## config.mk

```make
export PLATFORM = sky130hd
export DESIGN_NAME = ac_input_presence_fsm
export DESIGN_NICKNAME = d
export VERILOG_FILES = /design/src/hdl/ac_presence_pkg.sv /design/src/hdl/tick_divider.sv /design/src/hdl/chatter_filter.sv /design/src/hdl/ac_input_presence_fsm.sv
export VERILOG_INCLUDE_DIRS = /design/src /design/src/hdl
export SDC_FILE = /design/constraint.sdc
export NUM_CORES = 1
export LEC_CHECK = 0
export BUFFER_PORTS_ARGS = -buffer_cell sky130_fd_sc_hd__buf_2
export CAP_MARGIN = 20
export CORE_ASPECT_RATIO = 1.4
export CORE_MARGIN = 2
export CORE_UTILIZATION = 62
export CTS_CLUSTER_DIAMETER = 100
export DETAILED_ROUTE_END_ITERATION = 10
export GPL_TIMING_DRIVEN = 0
export PLACE_DENSITY = 0.85
export RECOVER_POWER = 50
export SYNTH_ARGS = -nofsm -noshare
export SYNTH_HDL_FRONTEND = slang
export SYNTH_SLANG_ARGS = --single-unit
```

## constraint.sdc

```tcl
create_clock -name sys_clk_in -period 3 [get_ports sys_clk_in]
set_clock_uncertainty 0.2 [all_clocks]
set_input_delay 0.15 -clock sys_clk_in [delete_from_list [all_inputs] [get_ports sys_clk_in]]
set_output_delay 0.15 -clock sys_clk_in [all_outputs]
set_load 0.05 [all_outputs]
```

## src/hdl/ac_presence_defines.svh

```systemverilog
// Purpose: Timing and count constants for the mains presence judge
// Assumes: 25 MHz system clock, 1 MHz oscillator tick derived from it
// Notes:   Times are kept in their own unit; cycle counts derive from them
`ifndef AC_PRESENCE_DEFINES_SVH
`define AC_PRESENCE_DEFINES_SVH

// ****************************************
// Clock and tick rates
// ****************************************
`define SYS_CLK_HZ        25000000
`define OSC_HZ            1000000
`define OSC_DIV           (`SYS_CLK_HZ / `OSC_HZ)
`define STATE_TICK_HZ     7800
// State tick: divide oscillator to 7.8 kHz (128 oscillator periods)
`define STATE_DIV         (`OSC_HZ / `STATE_TICK_HZ)
`define FILT_FAST_US      4
`define FILT_SLOW_US      1000
`define FILT_SAMPLES      3

// ****************************************
// Timed windows in ms, ticks rounded up
// ****************************************
`define INIT_WIN_MS       12
`define SETTLE_MIN_MS     12
`define SETTLE_MAX_MS     25
`define TROUGH_WIN_MS     8
`define MS_TO_TICKS(ms)   (((ms) * `STATE_TICK_HZ + 999) / 1000)

`endif

```

## src/hdl/ac_presence_pkg.sv

```systemverilog
// Purpose: Types for the mains presence judge
// Assumes: Included defines provide all figures
// Notes:   Holds the state encoding and flag bundle
package ac_presence_pkg;

  // Judge states with fixed binary codes
  typedef enum logic [2:0] {
    ST_RESET  = 3'h0,
    ST_INIT   = 3'h1,
    ST_SETTLE = 3'h2,
    ST_CREST  = 3'h3,
    ST_TROUGH = 3'h4,
    ST_LOW    = 3'h5,
    ST_FAULT  = 3'h6
  } judge_state_t;

  // Filtered comparator flags travelling together
  typedef struct packed {
    logic above_65pct_flag;
    logic peak_level_ok;
  } sense_flags_t;

endpackage

```

## src/hdl/tick_divider.sv

```systemverilog
// Purpose: Produce a one-cycle tick every DIV input strobes
// Assumes: strobe_in is a one-cycle pulse
// Notes:   DIV of 1 passes each strobe through, registered one cycle late
`timescale 1ns/100ps
module tick_divider #(
  parameter int DIV = 25
) (
  // Clock and reset
  input  wire logic sys_clk_in,
  input  wire logic rst_in,
  // Strobe in, tick out
  input  wire logic strobe_in,
  output logic      tick_out
);

  localparam int CW = (DIV > 1) ? $clog2(DIV) : 1;

  logic [CW-1:0] count;
  logic [CW-1:0] next_count;
  logic          next_tick;

  initial begin
    if (DIV < 1) $error("tick_divider DIV must be at least 1");
  end

  // Count strobes and wrap at DIV
  always_comb begin
    next_count = count;
    next_tick  = 1'b0;
    if (strobe_in) begin
      if (count == CW'(DIV - 1)) begin
        next_count = '0;
        next_tick  = 1'b1;
      end else begin
        next_count = count + CW'(1);
      end
    end
  end

  always_ff @(posedge sys_clk_in) begin
    if (rst_in) begin
      count    <= '0;
      tick_out <= 1'b0;
    end else begin
      count    <= next_count;
      tick_out <= next_tick;
    end
  end

endmodule

```

## src/hdl/chatter_filter.sv

```systemverilog
// Purpose: Accept a new input level only after N agreeing samples
// Assumes: sample_in pulses once per filter period
// Notes:   Output holds its level until the run completes
`timescale 1ns/100ps
`include "ac_presence_defines.svh"
module chatter_filter #(
  parameter int SAMPLES = `FILT_SAMPLES,
  parameter bit INIT    = 1'b0
) (
  // Clock and reset
  input  wire logic sys_clk_in,
  input  wire logic rst_in,
  // Raw level and sampling strobe
  input  wire logic raw_in,
  input  wire logic sample_in,
  // Filtered level
  output logic      level_out
);

  localparam int CW = $clog2(SAMPLES + 1);

  logic [CW-1:0] run;
  logic [CW-1:0] next_run;
  logic          next_level;

  initial begin
    if (SAMPLES < 1) $error("chatter_filter SAMPLES must be at least 1");
  end

  // Count consecutive samples that differ from the held level
  always_comb begin
    next_run   = run;
    next_level = level_out;
    if (sample_in) begin
      if (raw_in == level_out) begin
        next_run = '0;
      end else if (run == CW'(SAMPLES - 1)) begin
        next_run   = '0;
        next_level = raw_in;
      end else begin
        next_run = run + CW'(1);
      end
    end
  end

  always_ff @(posedge sys_clk_in) begin
    if (rst_in) begin
      run       <= '0;
      level_out <= INIT;
    end else begin
      run       <= next_run;
      level_out <= next_level;
    end
  end

endmodule

```

## src/hdl/ac_input_presence_fsm.sv

```systemverilog
// Purpose: Judge whether rectified mains is present and healthy
// Assumes: Comparator flags are synchronous to sys_clk_in
// Notes:   State changes advance on a 7.8 kHz tick from a 1 MHz divider, except the forced reset
// How it works
// After reset enter init; mains good stays low in reset and init.
// In init, peak level ok moves to settle.
// No peak level ok within 12 ms of init gives low level state.
// After 12 ms in settle, above 65 percent moves to crest, output high.
// In low level state, peak level ok moves to settle.
// In settle, losing peak level ok goes to low level, output low.
// No crest within 25 ms of settle entry gives fault state.
// Trough returns to crest on above 65 percent within 8 ms, else fault.
// Crest moves to trough when above 65 percent clears; never faults there.
// Mains off judged only at trough, settle or init timeout, or after peak level ok is lost.
// In fault, above 65 percent with peak level ok returns to crest.
// In fault, losing peak level ok goes to low level state.
// Trough timeout into fault raises discharge until flag sets or peak lost.
// State logic advances on a 7.8 kHz tick divided from the oscillator.
// Flags and reset pass a three-sample chatter filter.
// Output cannot rise until slow-filtered peak level ok is confirmed.
// Each timed window counts ticks and restarts on state entry.
// Mains good and discharge are registered; mains good is decoded from state, discharge from its own latch.
`timescale 1ns/100ps
`include "ac_presence_defines.svh"
module ac_input_presence_fsm
  import ac_presence_pkg::*;
#(
  parameter int INIT_TICKS   = `MS_TO_TICKS(`INIT_WIN_MS),
  parameter int SETTLE_MIN   = `MS_TO_TICKS(`SETTLE_MIN_MS),
  parameter int SETTLE_MAX   = `MS_TO_TICKS(`SETTLE_MAX_MS),
  parameter int TROUGH_TICKS = `MS_TO_TICKS(`TROUGH_WIN_MS)
) (
  // Clock and reset
  input  wire logic sys_clk_in,
  input  wire logic rst_in,
  // Raw comparator flags
  input  wire logic above_65pct_in,
  input  wire logic peak_level_ok_in,
  // Judgement outputs
  output logic      mains_good_out,
  output logic      discharge_req_out
);

  // ****************************************
  // Tick generation
  // ****************************************
  localparam int TW = 9;

  logic osc_tick;
  logic fast_tick;
  logic slow_tick;
  logic state_tick;

  initial begin
    if (SETTLE_MIN >= SETTLE_MAX) $error("settle window minimum must be below maximum");
    if (INIT_TICKS < 1 || TROUGH_TICKS < 1) $error("timed windows must be at least one tick");
    if (SETTLE_MAX >= (1 << TW)) $error("timer too narrow for windows");
  end

  // 1 MHz oscillator tick from the 25 MHz clock
  tick_divider #(.DIV(`OSC_DIV)) u_osc_div (
    .sys_clk_in (sys_clk_in),
    .rst_in     (rst_in),
    .strobe_in  (1'b1),
    .tick_out   (osc_tick)
  );

  // Fast filter tick for comparator and reset filters
  tick_divider #(.DIV(`FILT_FAST_US)) u_fast_div (
    .sys_clk_in (sys_clk_in),
    .rst_in     (rst_in),
    .strobe_in  (osc_tick),
    .tick_out   (fast_tick)
  );

  // Millisecond tick for the start-up confirmation
  tick_divider #(.DIV(`FILT_SLOW_US)) u_slow_div (
    .sys_clk_in (sys_clk_in),
    .rst_in     (rst_in),
    .strobe_in  (osc_tick),
    .tick_out   (slow_tick)
  );

  // State logic tick, 7.8 kHz; see
  tick_divider #(.DIV(`STATE_DIV)) u_state_div (
    .sys_clk_in (sys_clk_in),
    .rst_in     (rst_in),
    .strobe_in  (osc_tick),
    .tick_out   (state_tick)
  );

  // ****************************************
  // Chatter filters
  // ****************************************
  sense_flags_t flags;
  logic         peak_confirmed;
  logic         hold_reset;

  // Comparator flags filtered at the fast tick; see
  chatter_filter u_f65 (
    .sys_clk_in (sys_clk_in),
    .rst_in     (rst_in),
    .raw_in     (above_65pct_in),
    .sample_in  (fast_tick),
    .level_out  (flags.above_65pct_flag)
  );

  chatter_filter u_fok (
    .sys_clk_in (sys_clk_in),
    .rst_in     (rst_in),
    .raw_in     (peak_level_ok_in),
    .sample_in  (fast_tick),
    .level_out  (flags.peak_level_ok)
  );

  // Reset release filtered too, so a glitchy reset cannot start judging; see
  chatter_filter #(.INIT(1'b1)) u_frst (
    .sys_clk_in (sys_clk_in),
    .rst_in     (rst_in),
    .raw_in     (1'b0),
    .sample_in  (fast_tick),
    .level_out  (hold_reset)
  );

  // Slow confirmation of held peak gates first rise of the output; see
  chatter_filter u_fconf (
    .sys_clk_in (sys_clk_in),
    .rst_in     (rst_in),
    .raw_in     (peak_level_ok_in),
    .sample_in  (slow_tick),
    .level_out  (peak_confirmed)
  );

  // ****************************************
  // Judge state machine
  // ****************************************
  judge_state_t state;
  judge_state_t next_state;
  logic [TW-1:0] timer;
  logic [TW-1:0] next_timer;
  logic          started;
  logic          next_started;
  logic          discharge;
  logic          next_discharge;
  logic          next_good;

  // Decide the next state on each state tick only, or force reset at once while hold_reset is high; see
  always_comb begin
    next_state = state;
    if (hold_reset) begin
      next_state = ST_RESET;
    end else if (state_tick) begin
      unique case (state)
        ST_RESET: begin
          next_state = ST_INIT;
        end
        ST_INIT: begin
          if (flags.peak_level_ok) begin
            next_state = ST_SETTLE;
          end else if (timer >= TW'(INIT_TICKS - 1)) begin
            next_state = ST_LOW;
          end
        end
        ST_SETTLE: begin
          if (!flags.peak_level_ok) begin
            next_state = ST_LOW;
          end else if (timer >= TW'(SETTLE_MIN) && flags.above_65pct_flag) begin
            next_state = ST_CREST;
          end else if (timer >= TW'(SETTLE_MAX - 1)) begin
            next_state = ST_FAULT;
          end
        end
        ST_CREST: begin
          // No timeout here: mains off is never judged at the crest; see
          if (!flags.above_65pct_flag) begin
            next_state = ST_TROUGH;
          end
        end
        ST_TROUGH: begin
          if (flags.above_65pct_flag) begin
            next_state = ST_CREST;
          end else if (timer >= TW'(TROUGH_TICKS - 1)) begin
            next_state = ST_FAULT;
          end
        end
        ST_LOW: begin
          if (flags.peak_level_ok) begin
            next_state = ST_SETTLE;
          end
        end
        ST_FAULT: begin
          if (!flags.peak_level_ok) begin
            next_state = ST_LOW;
          end else if (flags.above_65pct_flag) begin
            next_state = ST_CREST;
          end
        end
        default: begin
          next_state = ST_RESET;
        end
      endcase
    end
  end

  // Window timer restarts on every state change; see
  always_comb begin
    next_timer = timer;
    if (next_state != state) begin
      next_timer = '0;
    end else if (state_tick && timer != '1) begin
      next_timer = timer + TW'(1);
    end
  end

  // Discharge rises on trough timeout, falls on flag or peak loss; see
  always_comb begin
    next_discharge = discharge;
    if (state == ST_TROUGH && next_state == ST_FAULT) begin
      next_discharge = 1'b1;
    end else if (flags.above_65pct_flag || !flags.peak_level_ok || next_state != ST_FAULT) begin
      next_discharge = 1'b0;
    end
  end

  // Output decoded from the state, gated by start-up confirmation; see
  always_comb begin
    next_started = started | peak_confirmed;
    next_good    = (next_state == ST_CREST || next_state == ST_TROUGH) && next_started;
  end

  always_ff @(posedge sys_clk_in) begin
    if (rst_in) begin
      state             <= ST_RESET;
      timer             <= '0;
      discharge         <= 1'b0;
      started           <= 1'b0;
      mains_good_out    <= 1'b0;
      discharge_req_out <= 1'b0;
    end else begin
      state             <= next_state;
      timer             <= next_timer;
      discharge         <= next_discharge;
      started           <= next_started;
      mains_good_out    <= next_good;
      discharge_req_out <= next_discharge;
    end
  end

  // ****************************************
  // Checks
  // ****************************************
  chk_low_in_init: assert property (@(posedge sys_clk_in) disable iff (rst_in)
    (state == ST_RESET || state == ST_INIT) |-> !mains_good_out)
    else $error("mains good high in reset or init");

  chk_init_to_settle: assert property (@(posedge sys_clk_in) disable iff (rst_in)
    (state == ST_INIT && state_tick && flags.peak_level_ok && !hold_reset) |=> state == ST_SETTLE)
    else $error("init did not move to settle");

  chk_init_timeout: assert property (@(posedge sys_clk_in) disable iff (rst_in)
    (state == ST_INIT && state_tick && !flags.peak_level_ok && !hold_reset && timer == TW'(INIT_TICKS - 1))
    |=> state == ST_LOW)
    else $error("init timeout did not reach low level");

  chk_settle_early: assert property (@(posedge sys_clk_in) disable iff (rst_in)
    (state == ST_SETTLE && timer < TW'(SETTLE_MIN)) |=> state != ST_CREST)
    else $error("crest reached before settle minimum");

  chk_settle_loss: assert property (@(posedge sys_clk_in) disable iff (rst_in)
    (state == ST_SETTLE && state_tick && !flags.peak_level_ok && !hold_reset) |=> state == ST_LOW)
    else $error("settle did not drop to low level");

  chk_crest_no_fault: assert property (@(posedge sys_clk_in) disable iff (rst_in)
    (state == ST_CREST) |=> (state != ST_FAULT && state != ST_LOW))
    else $error("mains off judged from crest");

  chk_trough_timeout: assert property (@(posedge sys_clk_in) disable iff (rst_in)
    (state == ST_TROUGH && $past(state) == ST_TROUGH) |-> timer < TW'(TROUGH_TICKS))
    else $error("trough outlived its window");

  chk_discharge_src: assert property (@(posedge sys_clk_in) disable iff (rst_in)
    $rose(discharge) |-> ($past(state) == ST_TROUGH && state == ST_FAULT))
    else $error("discharge raised outside trough timeout");

  chk_fault_exit: assert property (@(posedge sys_clk_in) disable iff (rst_in)
    (state == ST_FAULT && state_tick && !hold_reset && flags.peak_level_ok && flags.above_65pct_flag)
    |=> ##1 mains_good_out == started)
    else $error("fault recovery did not raise output");

endmodule

```

==> results of run 1 <==
worst paths after layout:
kind	start	endpoint	slack, ns	cells after the start
setup reg to reg	timer[8]	timer[8]	0.48	7
hold / removal	u_osc_div.count[0]	u_osc_div.count[0]	0.28	1
setup / recovery	timer[8]	timer[8]	0.48	7
hold reg to reg	u_osc_div.count[0]	u_osc_div.count[0]	0.28	1
stage by stage:
stage,hold WS (ns),cells,power (mW),setup slack [ns]
after global placement,0.2173,364,0.7820,0.5470
final,0.2764,375,1.275,0.4753
after global routing,0.3202,375,1.315,0.3139
after detailed placement,0.2190,364,0.7833,0.5212
after floorplan,0.03352,314,0.7728,0.7264
after CTS,0.2884,375,1.286,0.4940
cell usage after synthesis (2+ instances only):
cell,count,area (um2)
a211oi_1,2,15.01
a21o_1,2,15.01
a21oi_1,12,60.06
a22oi_1,3,22.52
a31oi_1,2,12.51
and3_1,5,31.28
and3b_1,2,17.52
buf_2,2,10.01
clkbuf_1,11,41.29
dfxtp_1,55,1101
ha_1,9,112.6
inv_1,12,45.04
mux2_2,3,33.78
mux2i_1,10,100.1
nand2_1,18,67.56
nand2b_1,5,31.28
nand3_1,13,65.06
nand3b_1,2,15.01
nand4_1,8,50.05
nand4b_1,2,17.52
nor2_1,54,202.7
nor2b_1,6,37.54
nor3_1,6,30.03
nor3b_1,4,30.03
nor4_1,2,12.51
o2111ai_1,2,17.52
o21ai_0,6,30.03
o22ai_1,2,12.51
or3_1,3,18.77
or4_1,3,22.52
xnor2_1,10,87.58
xor2_1,17,148.9
logic make-up after synthesis:
logic type      Yosys count  synth area share
mux                      14           0.05522
simple gates            137            0.2543
fa+ha+maj                 9           0.04176
flops                    55            0.4084
buf+inv                  27           0.03851
xor+xnor                 27           0.08770
compound gates           45            0.1142
flip-flops by register name, summed over array words and instances, names as in the netlist, 2 cells and up:
| name | cells |
|---|---|
| u_osc_div.count | 5 |
| u_state_div.count | 7 |
| u_slow_div.count | 10 |
| u_f65.run | 2 |
| u_fast_div.count | 2 |
| timer | 9 |
| u_fok.run | 2 |
| state | 3 |
| u_frst.run | 2 |
| u_fconf.run | 2 |
per-layer routing:
| metal | routed length (um) | part of all wire | vias up | GRT usage |
|---|---|---|---|---|
| met5 | 0 | 0 | - | 0 |
| met4 | 102 | 0.021 | 0 | 0.08889 |
| met3 | 103 | 0.021 | 8 | 0.04252 |
| met2 | 2617 | 0.53 | 26 | 0.4174 |
| met1 | 2092 | 0.43 | 1034 | 0.2483 |
| li1 | - | - | 1124 | - |
power by group:
part           internal (mW)  total (mW)  switching, mW
logic                 0.0128      0.0327         0.0199
registers              0.733       0.736        0.00318
clock network          0.270       0.506          0.236
total                   1.02        1.28          0.259
cell type report:
class	count	area, um2
plain buffers	14	55.05
clock buffers	6	82.58
clock inverters	2	35.03
fillers	336	1282
inverters	13	48.80
multi-input cells	232	1491
flip-flops and latches	55	1101
well taps	45	56.30
repair buffers	8	51.30
==> results by group, run 1 <==
Floorplan
  – Die Span Y: 82.03 um
  – Initial Util: 0.6414
  – Num ports: 6
  – Die area: 0.004900 mm2
  – Placeable Area: 0.004204 mm2
  – Die Wd: 59.74 um
  – # rows: 28

Logic synthesis
  – Number of synthesized flops with an enable pin: 0
  – FF+latch count, synth: 55
  – Top_reg_cell synth: dfxtp_1
  – Seq/Total Area, Yosys: 0.4084
  – Mapped cell area: 0.002696 mm2
  – Syn. warnings: 0
  – Async S/R FF share, synth: 0
  – Mapped Avg Cell Area: 8.587 um2
  – Netlist cell types: 53
  – Syn Nets: 327
  – Post-synthesis instance total: 314

CTS
  – CTS sink count: 55
  – Cts hold-fix bufs: 3
  – Htree depth: 2
  – Root buffer cell: clkbuf_8
  – CTS clk-pin slew, worst paths: 0.10 ns
  – Skew-Pair Late Insertion Delay: 0.31 ns
  – Post-CTS sizing: 0
  – Clk buf depth: 2
  – Post-CTS setup buffer count: 0
  – CTS tree: built
  – CTS Buf Count: 5

Cells and area
  – Final nets: 342
  – Commonest non-fill, non-tap cells in the layout: dfxtp_1 (55), nor2_1 (54), nand2_1 (18), xor2_1 (17), clkbuf_1 (14)
  – Layout area overhead: 8.353%
  – Commonest non-fill, non-tap cell in the layout: dfxtp_1
  – Fin area: 0.002922 mm2
  – Final core occ: 0.6949
  – Layout cells sized above 1: 0.06667
  – Antenna cells: 0

Worst setup path
  – Top cell family by delay on the critical path: simple AND/OR/NAND/NOR gates
  – CP startpoint kind: register
  – CP Capture Type: register
  – CP Cell Sequence: or3_1, o32a_1, nand3b_1, a32oi_1, mux2_2, nor3b_1, a32o_2
  – Kind of critical path: reg2reg
  – Worst Path Required: 3.07 ns
  – CP arrival: 2.59 ns
  – Buffers and inverters on the worst path: 0
  – Max stage delay on crit path: 0.42 ns
  – Max FO, Critical Path: 8
  – Slowest CP cell: mux2_2

Timing
  – Setup Viol. Count Final: 0
  – Final Hold Viols: 0
  – Max Freq: 396.1 MHz
  – Max Slew Vio Count: 0
  – RSZ-0062 raised after global routing: false
  – Setup TNS: 0 ns
  – Max-slew headroom: 0.6091
  – Fin crit share: 0.8416
  – Post-route minimum period: 2.525 ns
  – Worst-margin pin slew: 0.5889 ns

Outcome
  – Run status: completed

GRT
  – Grt ovf: 0
  – Vias in the first global route: 2025
  – First-pass GRT wire length: 8.562 mm
  – Largest net degree at the start of global routing: 17
  – Initial antenna violation count: 0
  – GRT Resource Usage Total: 0.2265

Placed design
  – GPL Wtd Cong: 0.8779
  – HPWL Detailed: 3.603 mm
  – I/O Buffers: 5
  – Placed Area: 0.002778 mm2

Job
  – Max-capacitance violation count: 0

Pwr
  – LEAKAGE: 1.117 nW
  – Pwr/cell area: 436.5 mW/mm2
  – Peak VDD IR: 283.5 uV

Detailed routing
  – Via density: 5.845
  – DR DRC count: 0
  – First-pass iteration count of the detailed router: 4
  – Total wire length: 4.915 mm
  – WL per Instance: 13.11 um
  – Routed Antenna Nets: 0
  – Vias: 2192
  – DRT iter0 DRCs: 81

Min path
  – HP Class: reg2reg
No activity file was read; power rests on OpenSTA's default activity.
==> run 2, diff against run 1 <==
==> constraint.sdc (replaced) <==
create_clock -name sys_clk_in -period 2.57 [get_ports sys_clk_in]
set_clock_uncertainty 0.2 [all_clocks]
set_input_delay 0.1285 -clock sys_clk_in [delete_from_list [all_inputs] [get_ports sys_clk_in]]
set_output_delay 0.1285 -clock sys_clk_in [all_outputs]
set_load 0.05 [all_outputs]
==> run 2 against run 1 <==
- worst hold slack is essentially flat
- power grew 17%
- critical endpoint is now timer[7]
- register-to-register slack lost 0.36 ns
- final cell count is the same
- global-route usage is the same
- first-iteration DRC count grew 14%
==> results by group, run 2 (same netlist as run 1, synthesis figures left out) <==
Floorplan
  – Die Wd: 59.74 um (unchanged)
  – Num ports: 6 (unchanged)
  – Initial Util: 0.6414 (unchanged)
  – Die Span Y: 82.03 um (unchanged)
  – # rows: 28 (unchanged)
  – Placeable Area: 0.004204 mm2 (unchanged)
  – Die area: 0.004900 mm2 (unchanged)

Min path
  – HP Class: reg2reg

GRT
  – Initial antenna violation count: 0 (unchanged)
  – First-pass GRT wire length: 8.562 mm (unchanged)
  – Largest net degree at the start of global routing: 17 (unchanged)
  – Vias in the first global route: 2025 (unchanged)
  – GRT Resource Usage Total: 0.2265 (unchanged)
  – Grt ovf: 0 (unchanged)

Timing
  – Worst-margin pin slew: 0.5889 ns (-0.000005245 ns)
  – Max-slew headroom: 0.6091 (about the same)
  – Post-route minimum period: 2.451 ns (-0.07324 ns)
  – Setup TNS: 0 ns (unchanged)
  – Final Hold Viols: 0 (unchanged)
  – Setup Viol. Count Final: 0 (unchanged)
  – Max Slew Vio Count: 0 (unchanged)
  – Fin crit share: 0.9539 (+0.1123)
  – Max Freq: 407.9 MHz (+3.0%)

Worst setup path
  – Top cell family by delay on the critical path: compound AO/OA/AOI/OAI gates
  – Buffers and inverters on the worst path: 0 (unchanged)
  – CP Capture Type: register
  – Worst Path Required: 2.62 ns (-0.45 ns)
  – CP startpoint kind: register
  – Max FO, Critical Path: 8 (unchanged)
  – CP Cell Sequence: or3_1, o32a_1, nand3b_1, a32oi_2, mux2_4, a21o_1, nor2_1
  – Slowest CP cell: dfxtp_1
  – Kind of critical path: reg2reg
  – CP arrival: 2.50 ns (-0.09 ns)
  – Max stage delay on crit path: 0.39 ns (-0.03 ns)

Cells and area
  – Max reg flops: 10 (unchanged)
  – Post-route insts no fill: 375 (unchanged)
  – Largest reg by FF count: u_slow_div.count
  – Final nets: 342 (unchanged)
  – Filler Cell Count: 330 (-1.8%)
  – Commonest non-fill, non-tap cells in the layout: dfxtp_1 (55), nor2_1 (54), nand2_1 (18), xor2_1 (17)
  – Commonest non-fill, non-tap cell in the layout: dfxtp_1
  – Layout area overhead: 9.188%
  – Antenna cells: 0 (unchanged)
  – Largest regs: u_slow_div.count (10), timer (9), u_state_div.count (7)
  – Final core occ: 0.7003 (+0.005358)
  – Layout cells sized above 1: 0.07879 (+0.01212)

Detailed routing
  – Routed Antenna Nets: 0 (unchanged)
  – DRT iter0 DRCs: 92 (+14%)
  – First-pass iteration count of the detailed router: 4 (unchanged)
  – Total wire length: 4.956 mm (+0.83%)
  – WL per Instance: 13.22 um (+0.83%)
  – Via density: 5.811 (-0.59%)
  – Vias: 2179 (-0.59%)
  – DR DRC count: 0 (unchanged)

Pwr
  – Pwr/cell area: 505.3 mW/mm2 (+16%)
  – Switch Pwr: 0.3018 mW (+16%)
  – Sw Share: 0.2029 (-0.0004720)
  – Clock power frac: 0.397 (about the same)
  – Peak VDD IR: 330.2 uV (+16%)
  – Internal Power: 1.186 mW (+17%)
  – Reg power frac: 0.578 (about the same)
  – LEAKAGE: 1.130 nW (+1.2%)
  – Gate power share: 0.026 (about the same)

CTS
  – CTS tree: built
  – Root buffer cell: clkbuf_8
  – CTS sink count: 55 (unchanged)
  – Post-CTS setup buffer count: 0 (unchanged)
  – Skew-Pair Late Insertion Delay: 0.31 ns (about the same)
  – CTS Buf Count: 5 (unchanged)
  – Clk buf depth: 2 (unchanged)
  – CTS clk-pin slew, worst paths: 0.10 ns (about the same)
  – Htree depth: 2 (unchanged)

Job
  – Max-capacitance violation count: 0 (unchanged)

Placed design
  – I/O Buffers: 5 (unchanged)
  – Cell count after placement: 364 (unchanged)
  – GPL Wtd Cong: 0.8779 (unchanged)
  – HPWL Detailed: 3.603 mm (unchanged)

Outcome
  – Run status: completed
## run 2: repair_timing
action | 4_1_cts | 5_1_grt
resized for setup | 0 | 6
endpoints found under the setup margin | 0 | 9
hold buffers | 3 | 0
endpoints found under the hold margin | 4 | 0
## run 2: area by class of cell
class	instances	area, um2	share of cell area
inverter	13	48.80	0.01657
buffer	14	56.30	0.01912
multi-input combinational	232	1513	0.5138
sequential	55	1101	0.3740
timing repair buffer	8	51.30	0.01742
clock buffer	6	82.58	0.02805
tap	45	56.30	0.01912
clock inverter	2	35.03	0.01190
## run 2: metal layers
layer,vias up,GRT usage,share of wire
li1,1124,-,-
met1,1023,0.2483,0.42
met2,24,0.4174,0.53
met3,8,0.04252,0.023
met4,0,0.08889,0.021
met5,-,0,0
## run 2: power by group through the flow
| stage | sequential (mW) | clock, mW | combinational (mW) |
|---|---|---|---|
| final | 0.859 | 0.590 | 0.0385 |
| after global placement | 0.879 | 0 | 0.0342 |
| after CTS | 0.859 | 0.603 | 0.0389 |
| after global routing | 0.860 | 0.632 | 0.0435 |
| after floorplan | 0.878 | 0 | 0.0238 |
| after detailed placement | 0.879 | 0 | 0.0353 |
## run 2: worst paths after layout
check	startpoint	endpoint	slack (ns)	cells past startpoint
max reg2reg	timer[8]	timer[7]	0.12	7
max	timer[8]	timer[7]	0.12	7
min	u_osc_div.count[0]	u_osc_div.count[0]	0.28	1
min reg2reg	u_osc_div.count[0]	u_osc_div.count[0]	0.28	1
## run 2: through the flow
step / hold slack, ns / cell area (um2) / power, mW / worst slack [ns]
CTS: 0.2884 / 2925 / 1.501 / 0.06402
global route: 0.3202 / 2944 / 1.535 / -0.003890
global placement: 0.1958 / 2778 / 0.9128 / 0.1170
floorplan: 0.01202 / 2696 / 0.9021 / 0.2964
finish: 0.2763 / 2944 / 1.488 / 0.1185
detailed placement: 0.1975 / 2778 / 0.9143 / 0.09117
==> run 3, diff against run 2 <==
--- a/config.mk
+++ b/config.mk
@@ -6,16 +6,17 @@
 export SDC_FILE = /design/constraint.sdc
 export NUM_CORES = 1
 export LEC_CHECK = 0
-export BUFFER_PORTS_ARGS = -buffer_cell sky130_fd_sc_hd__buf_2
 export CAP_MARGIN = 20
 export CORE_ASPECT_RATIO = 1.4
 export CORE_MARGIN = 2
-export CORE_UTILIZATION = 62
+export CORE_UTILIZATION = 63
 export CTS_CLUSTER_DIAMETER = 100
 export DETAILED_ROUTE_END_ITERATION = 10
+export DONT_BUFFER_PORTS = 1
 export GPL_TIMING_DRIVEN = 0
 export PLACE_DENSITY = 0.85
 export RECOVER_POWER = 50
+export REMOVE_ABC_BUFFERS = 1
 export SYNTH_ARGS = -nofsm -noshare
 export SYNTH_HDL_FRONTEND = slang
 export SYNTH_SLANG_ARGS = --single-unit
==> run 3 against run 2 <==
- routed wire length decreased by 4.5%
- final cell count is 4.8% lower
- worst setup slack got worse by 0.0032 ns
- first-iteration DRC count is 120% higher
- sequential power hardly changed
- sequential cell count did not move
- worst hold slack got worse by 0.23 ns
- final area down 1.4%
- clock power grew 11%
- combinational power fell by 11%
- largest cell class unchanged
- largest power group unchanged
==> results by group, run 3 (same netlist as run 1, synthesis figures left out) <==
Outcome
  – Run status: completed

Floorplan
  – # rows: 28 (unchanged)
  – Initial Util: 0.6468 (+0.005390)
  – Num ports: 6 (unchanged)
  – Die area: 0.004827 mm2 (-1.5%)
  – Placeable Area: 0.004169 mm2 (-0.83%)
  – Die Span Y: 81.41 um (-0.76%)
  – Die Wd: 59.29 um (-0.74%)

Detailed routing
  – DR DRC count: 0 (unchanged)
  – First-pass iteration count of the detailed router: 4 (unchanged)
  – Vias: 2118 (-2.8%)
  – Via density: 5.933 (+2.1%)
  – WL per Instance: 13.26 um (+0.32%)
  – Total wire length: 4.733 mm (-4.5%)
  – Routed Antenna Nets: 0 (unchanged)
  – DRT iter0 DRCs: 205 (+120%)

Worst setup path
  – Max FO, Critical Path: 6 (-2)
  – R2r setup slk: 0.12 ns (about the same)
  – R2r endpoint: timer[1]
  – CP Capture Type: register
  – Kind of critical path: reg2reg
  – Reg2reg path depth: 7 (unchanged)
  – CP arrival: 2.50 ns (about the same)
  – Worst Path Required: 2.61 ns (about the same)
  – Max stage delay on crit path: 0.56 ns (+0.17 ns)
  – Top cell family by delay on the critical path: simple AND/OR/NAND/NOR gates
  – Buffers and inverters on the worst path: 0 (unchanged)
  – Slowest CP cell: or4_1
  – CP startpoint kind: register
  – Reg2Reg Launch Point: timer[2]
  – CP Cell Sequence: or4_1, nor3_2, o22ai_1, a32oi_2, mux2_2, nor3b_2, a32o_1

Cells and area
  – Commonest non-fill, non-tap cell in the layout: nor2_1
  – Max reg flops: 10 (unchanged)
  – Layout area overhead: 7.610%
  – Post-route insts no fill: 357 (-4.8%)
  – Layout cells sized above 1: 0.08333 (+0.004545)
  – Final nets: 324 (-5.3%)
  – Largest regs: u_slow_div.count (10), timer (9), u_state_div.count (7)
  – Commonest non-fill, non-tap cells in the layout: nor2_1 (54), dfxtp_1 (52), nand2_1 (18), xor2_1 (17), nand3_1 (13)
  – Largest reg by FF count: u_slow_div.count
  – Final core occ: 0.6960 (-0.004320)
  – Antenna cells: 0 (unchanged)
  – Filler Cell Count: 306 (-7.3%)

GRT
  – Vias in the first global route: 1926 (-4.9%)
  – Largest net degree at the start of global routing: 32 (+15)
  – Grt ovf: 0 (unchanged)
  – Initial antenna violation count: 0 (unchanged)
  – First-pass GRT wire length: 7.948 mm (-7.2%)
  – GRT Resource Usage Total: 0.2110 (-0.01549)

Timing
  – Setup Viol. Count Final: 0 (unchanged)
  – Fin crit share: 0.9551 (+0.001238)
  – Setup WS post-layout: 0.1154 ns (-0.003181 ns)
  – Max Freq: 407.4 MHz (-0.13%)
  – RSZ-0062 raised after global routing: true
  – Worst-margin pin slew: 1.024 ns (+0.4356 ns)
  – Max-slew headroom: 0.3148 (-0.2943)
  – Final Hold Viols: 0 (unchanged)
  – Fin Hold WS: 0.04891 ns (-0.2274 ns)
  – Post-route minimum period: 2.455 ns (+0.003181 ns)
  – Max Slew Vio Count: 0 (unchanged)

Min path
  – Hold Path End: u_fok.run[0]
  – Hold depth: 4 (+3)
  – HP Class: in2reg
  – Hold_sp: peak_level_ok_in

Pwr
  – Peak VDD IR: 438.3 uV (+33%)
  – Pwr/cell area: 533.0 mW/mm2 (+5.5%)
  – LEAKAGE: 1.099 nW (-2.7%)

CTS
  – Skew-Pair Late Insertion Delay: 0.31 ns (about the same)
  – CTS clk-pin slew, worst paths: 0.09 ns (about the same)
  – CTS sink count: 55 (unchanged)
  – Htree depth: 2 (unchanged)
  – Root buffer cell: clkbuf_8
  – Clk buf depth: 2 (unchanged)
  – CTS tree: built
  – CTS Buf Count: 5 (unchanged)

Placed design
  – HPWL Detailed: 3.217 mm (-11%)
  – Pre-CTS setup slack: -0.03859 ns (-0.1298 ns)
  – I/O Buffers: 0 (-5)
  – Cell count after placement: 345 (-5.2%)
  – GPL Wtd Cong: 0.7953 (-9.4%)

Job
  – Max-capacitance violation count: 0 (unchanged)
==> run 3: changes by cell type in the layout (fill, tap and decap cells not counted), moves of 3 or more <==
cell      previous run  this run
dfxtp_1             55        52
clkbuf_1            13         1
dfxtp_2              0         3
buf_2                4         0
==> run 3: power breakdown <==
group | leakage (nW) | switching (mW) | internal [mW]
sequential | 0.445 | 0.00374 | 0.855
clock | 0.0654 | 0.264 | 0.389
combinational | 0.589 | 0.0209 | 0.0132
total | 1.10 | 0.289 | 1.26
==> run 3: what timing repair did <==
item | in CTS | in global routing
hold buffers | 3 | 0
hold endpoints to repair | 47 | 0
endpoints found under the setup margin | 6 | 10
buffers inserted | 1 | 0
pin swaps | 1 | 2
resized for setup | 1 | 7
==> run 3: area by class of cell <==
type / instances / area (um2) / share of cell area
multi-input combinational: 232 / 1521 / 0.5244
sequential: 55 / 1105 / 0.3808
clock buffer: 6 / 72.57 / 0.02501
clock inverter: 2 / 60.06 / 0.02070
inverter: 13 / 48.80 / 0.01682
timing repair buffer: 4 / 37.54 / 0.01294
tap: 45 / 56.30 / 0.01940
==> run 3: metrics by stage <==
stage                     total power, mW  instance area (um2)   TNS [ns]
after floorplan                    0.8964                 2641          0
after global placement             0.9003                 2698          0
after detailed placement           0.9014                 2698   -0.07038
after CTS                           1.561                 2873          0
after global routing                1.599                 2902  -0.003650
final                               1.547                 2902          0
==> run 3: worst min-delay path, delay by kind of cell <==
family / cells / cell delay [ns]
and+or+nand+nor: 2 / 0.11
xor gates and xnor gates: 1 / 0.13
muxes: 1 / 0.14
==> run 3: layer usage <==
layer	global-route usage	vias to the layer above	part of all wire
li1	-	1082	-
met1	0.2281	1008	0.43
met2	0.3879	21	0.53
met3	0.04299	7	0.023
met4	0.08636	0	0.017
met5	0	-	0
==> run 3: worst max-delay path by stage <==
stage	from	to	slack, ns	cells past startpoint
finish	timer[2]	timer[1]	0.12	7
global route	timer[2]	timer[1]	-0.004	7
CTS	timer[2]	timer[6]	0.03	7
detailed placement	timer[2]	timer[1]	-0.04	7
global placement	timer[2]	timer[1]	0.04	7
floorplan	timer[8]	timer[8]	0.30	7
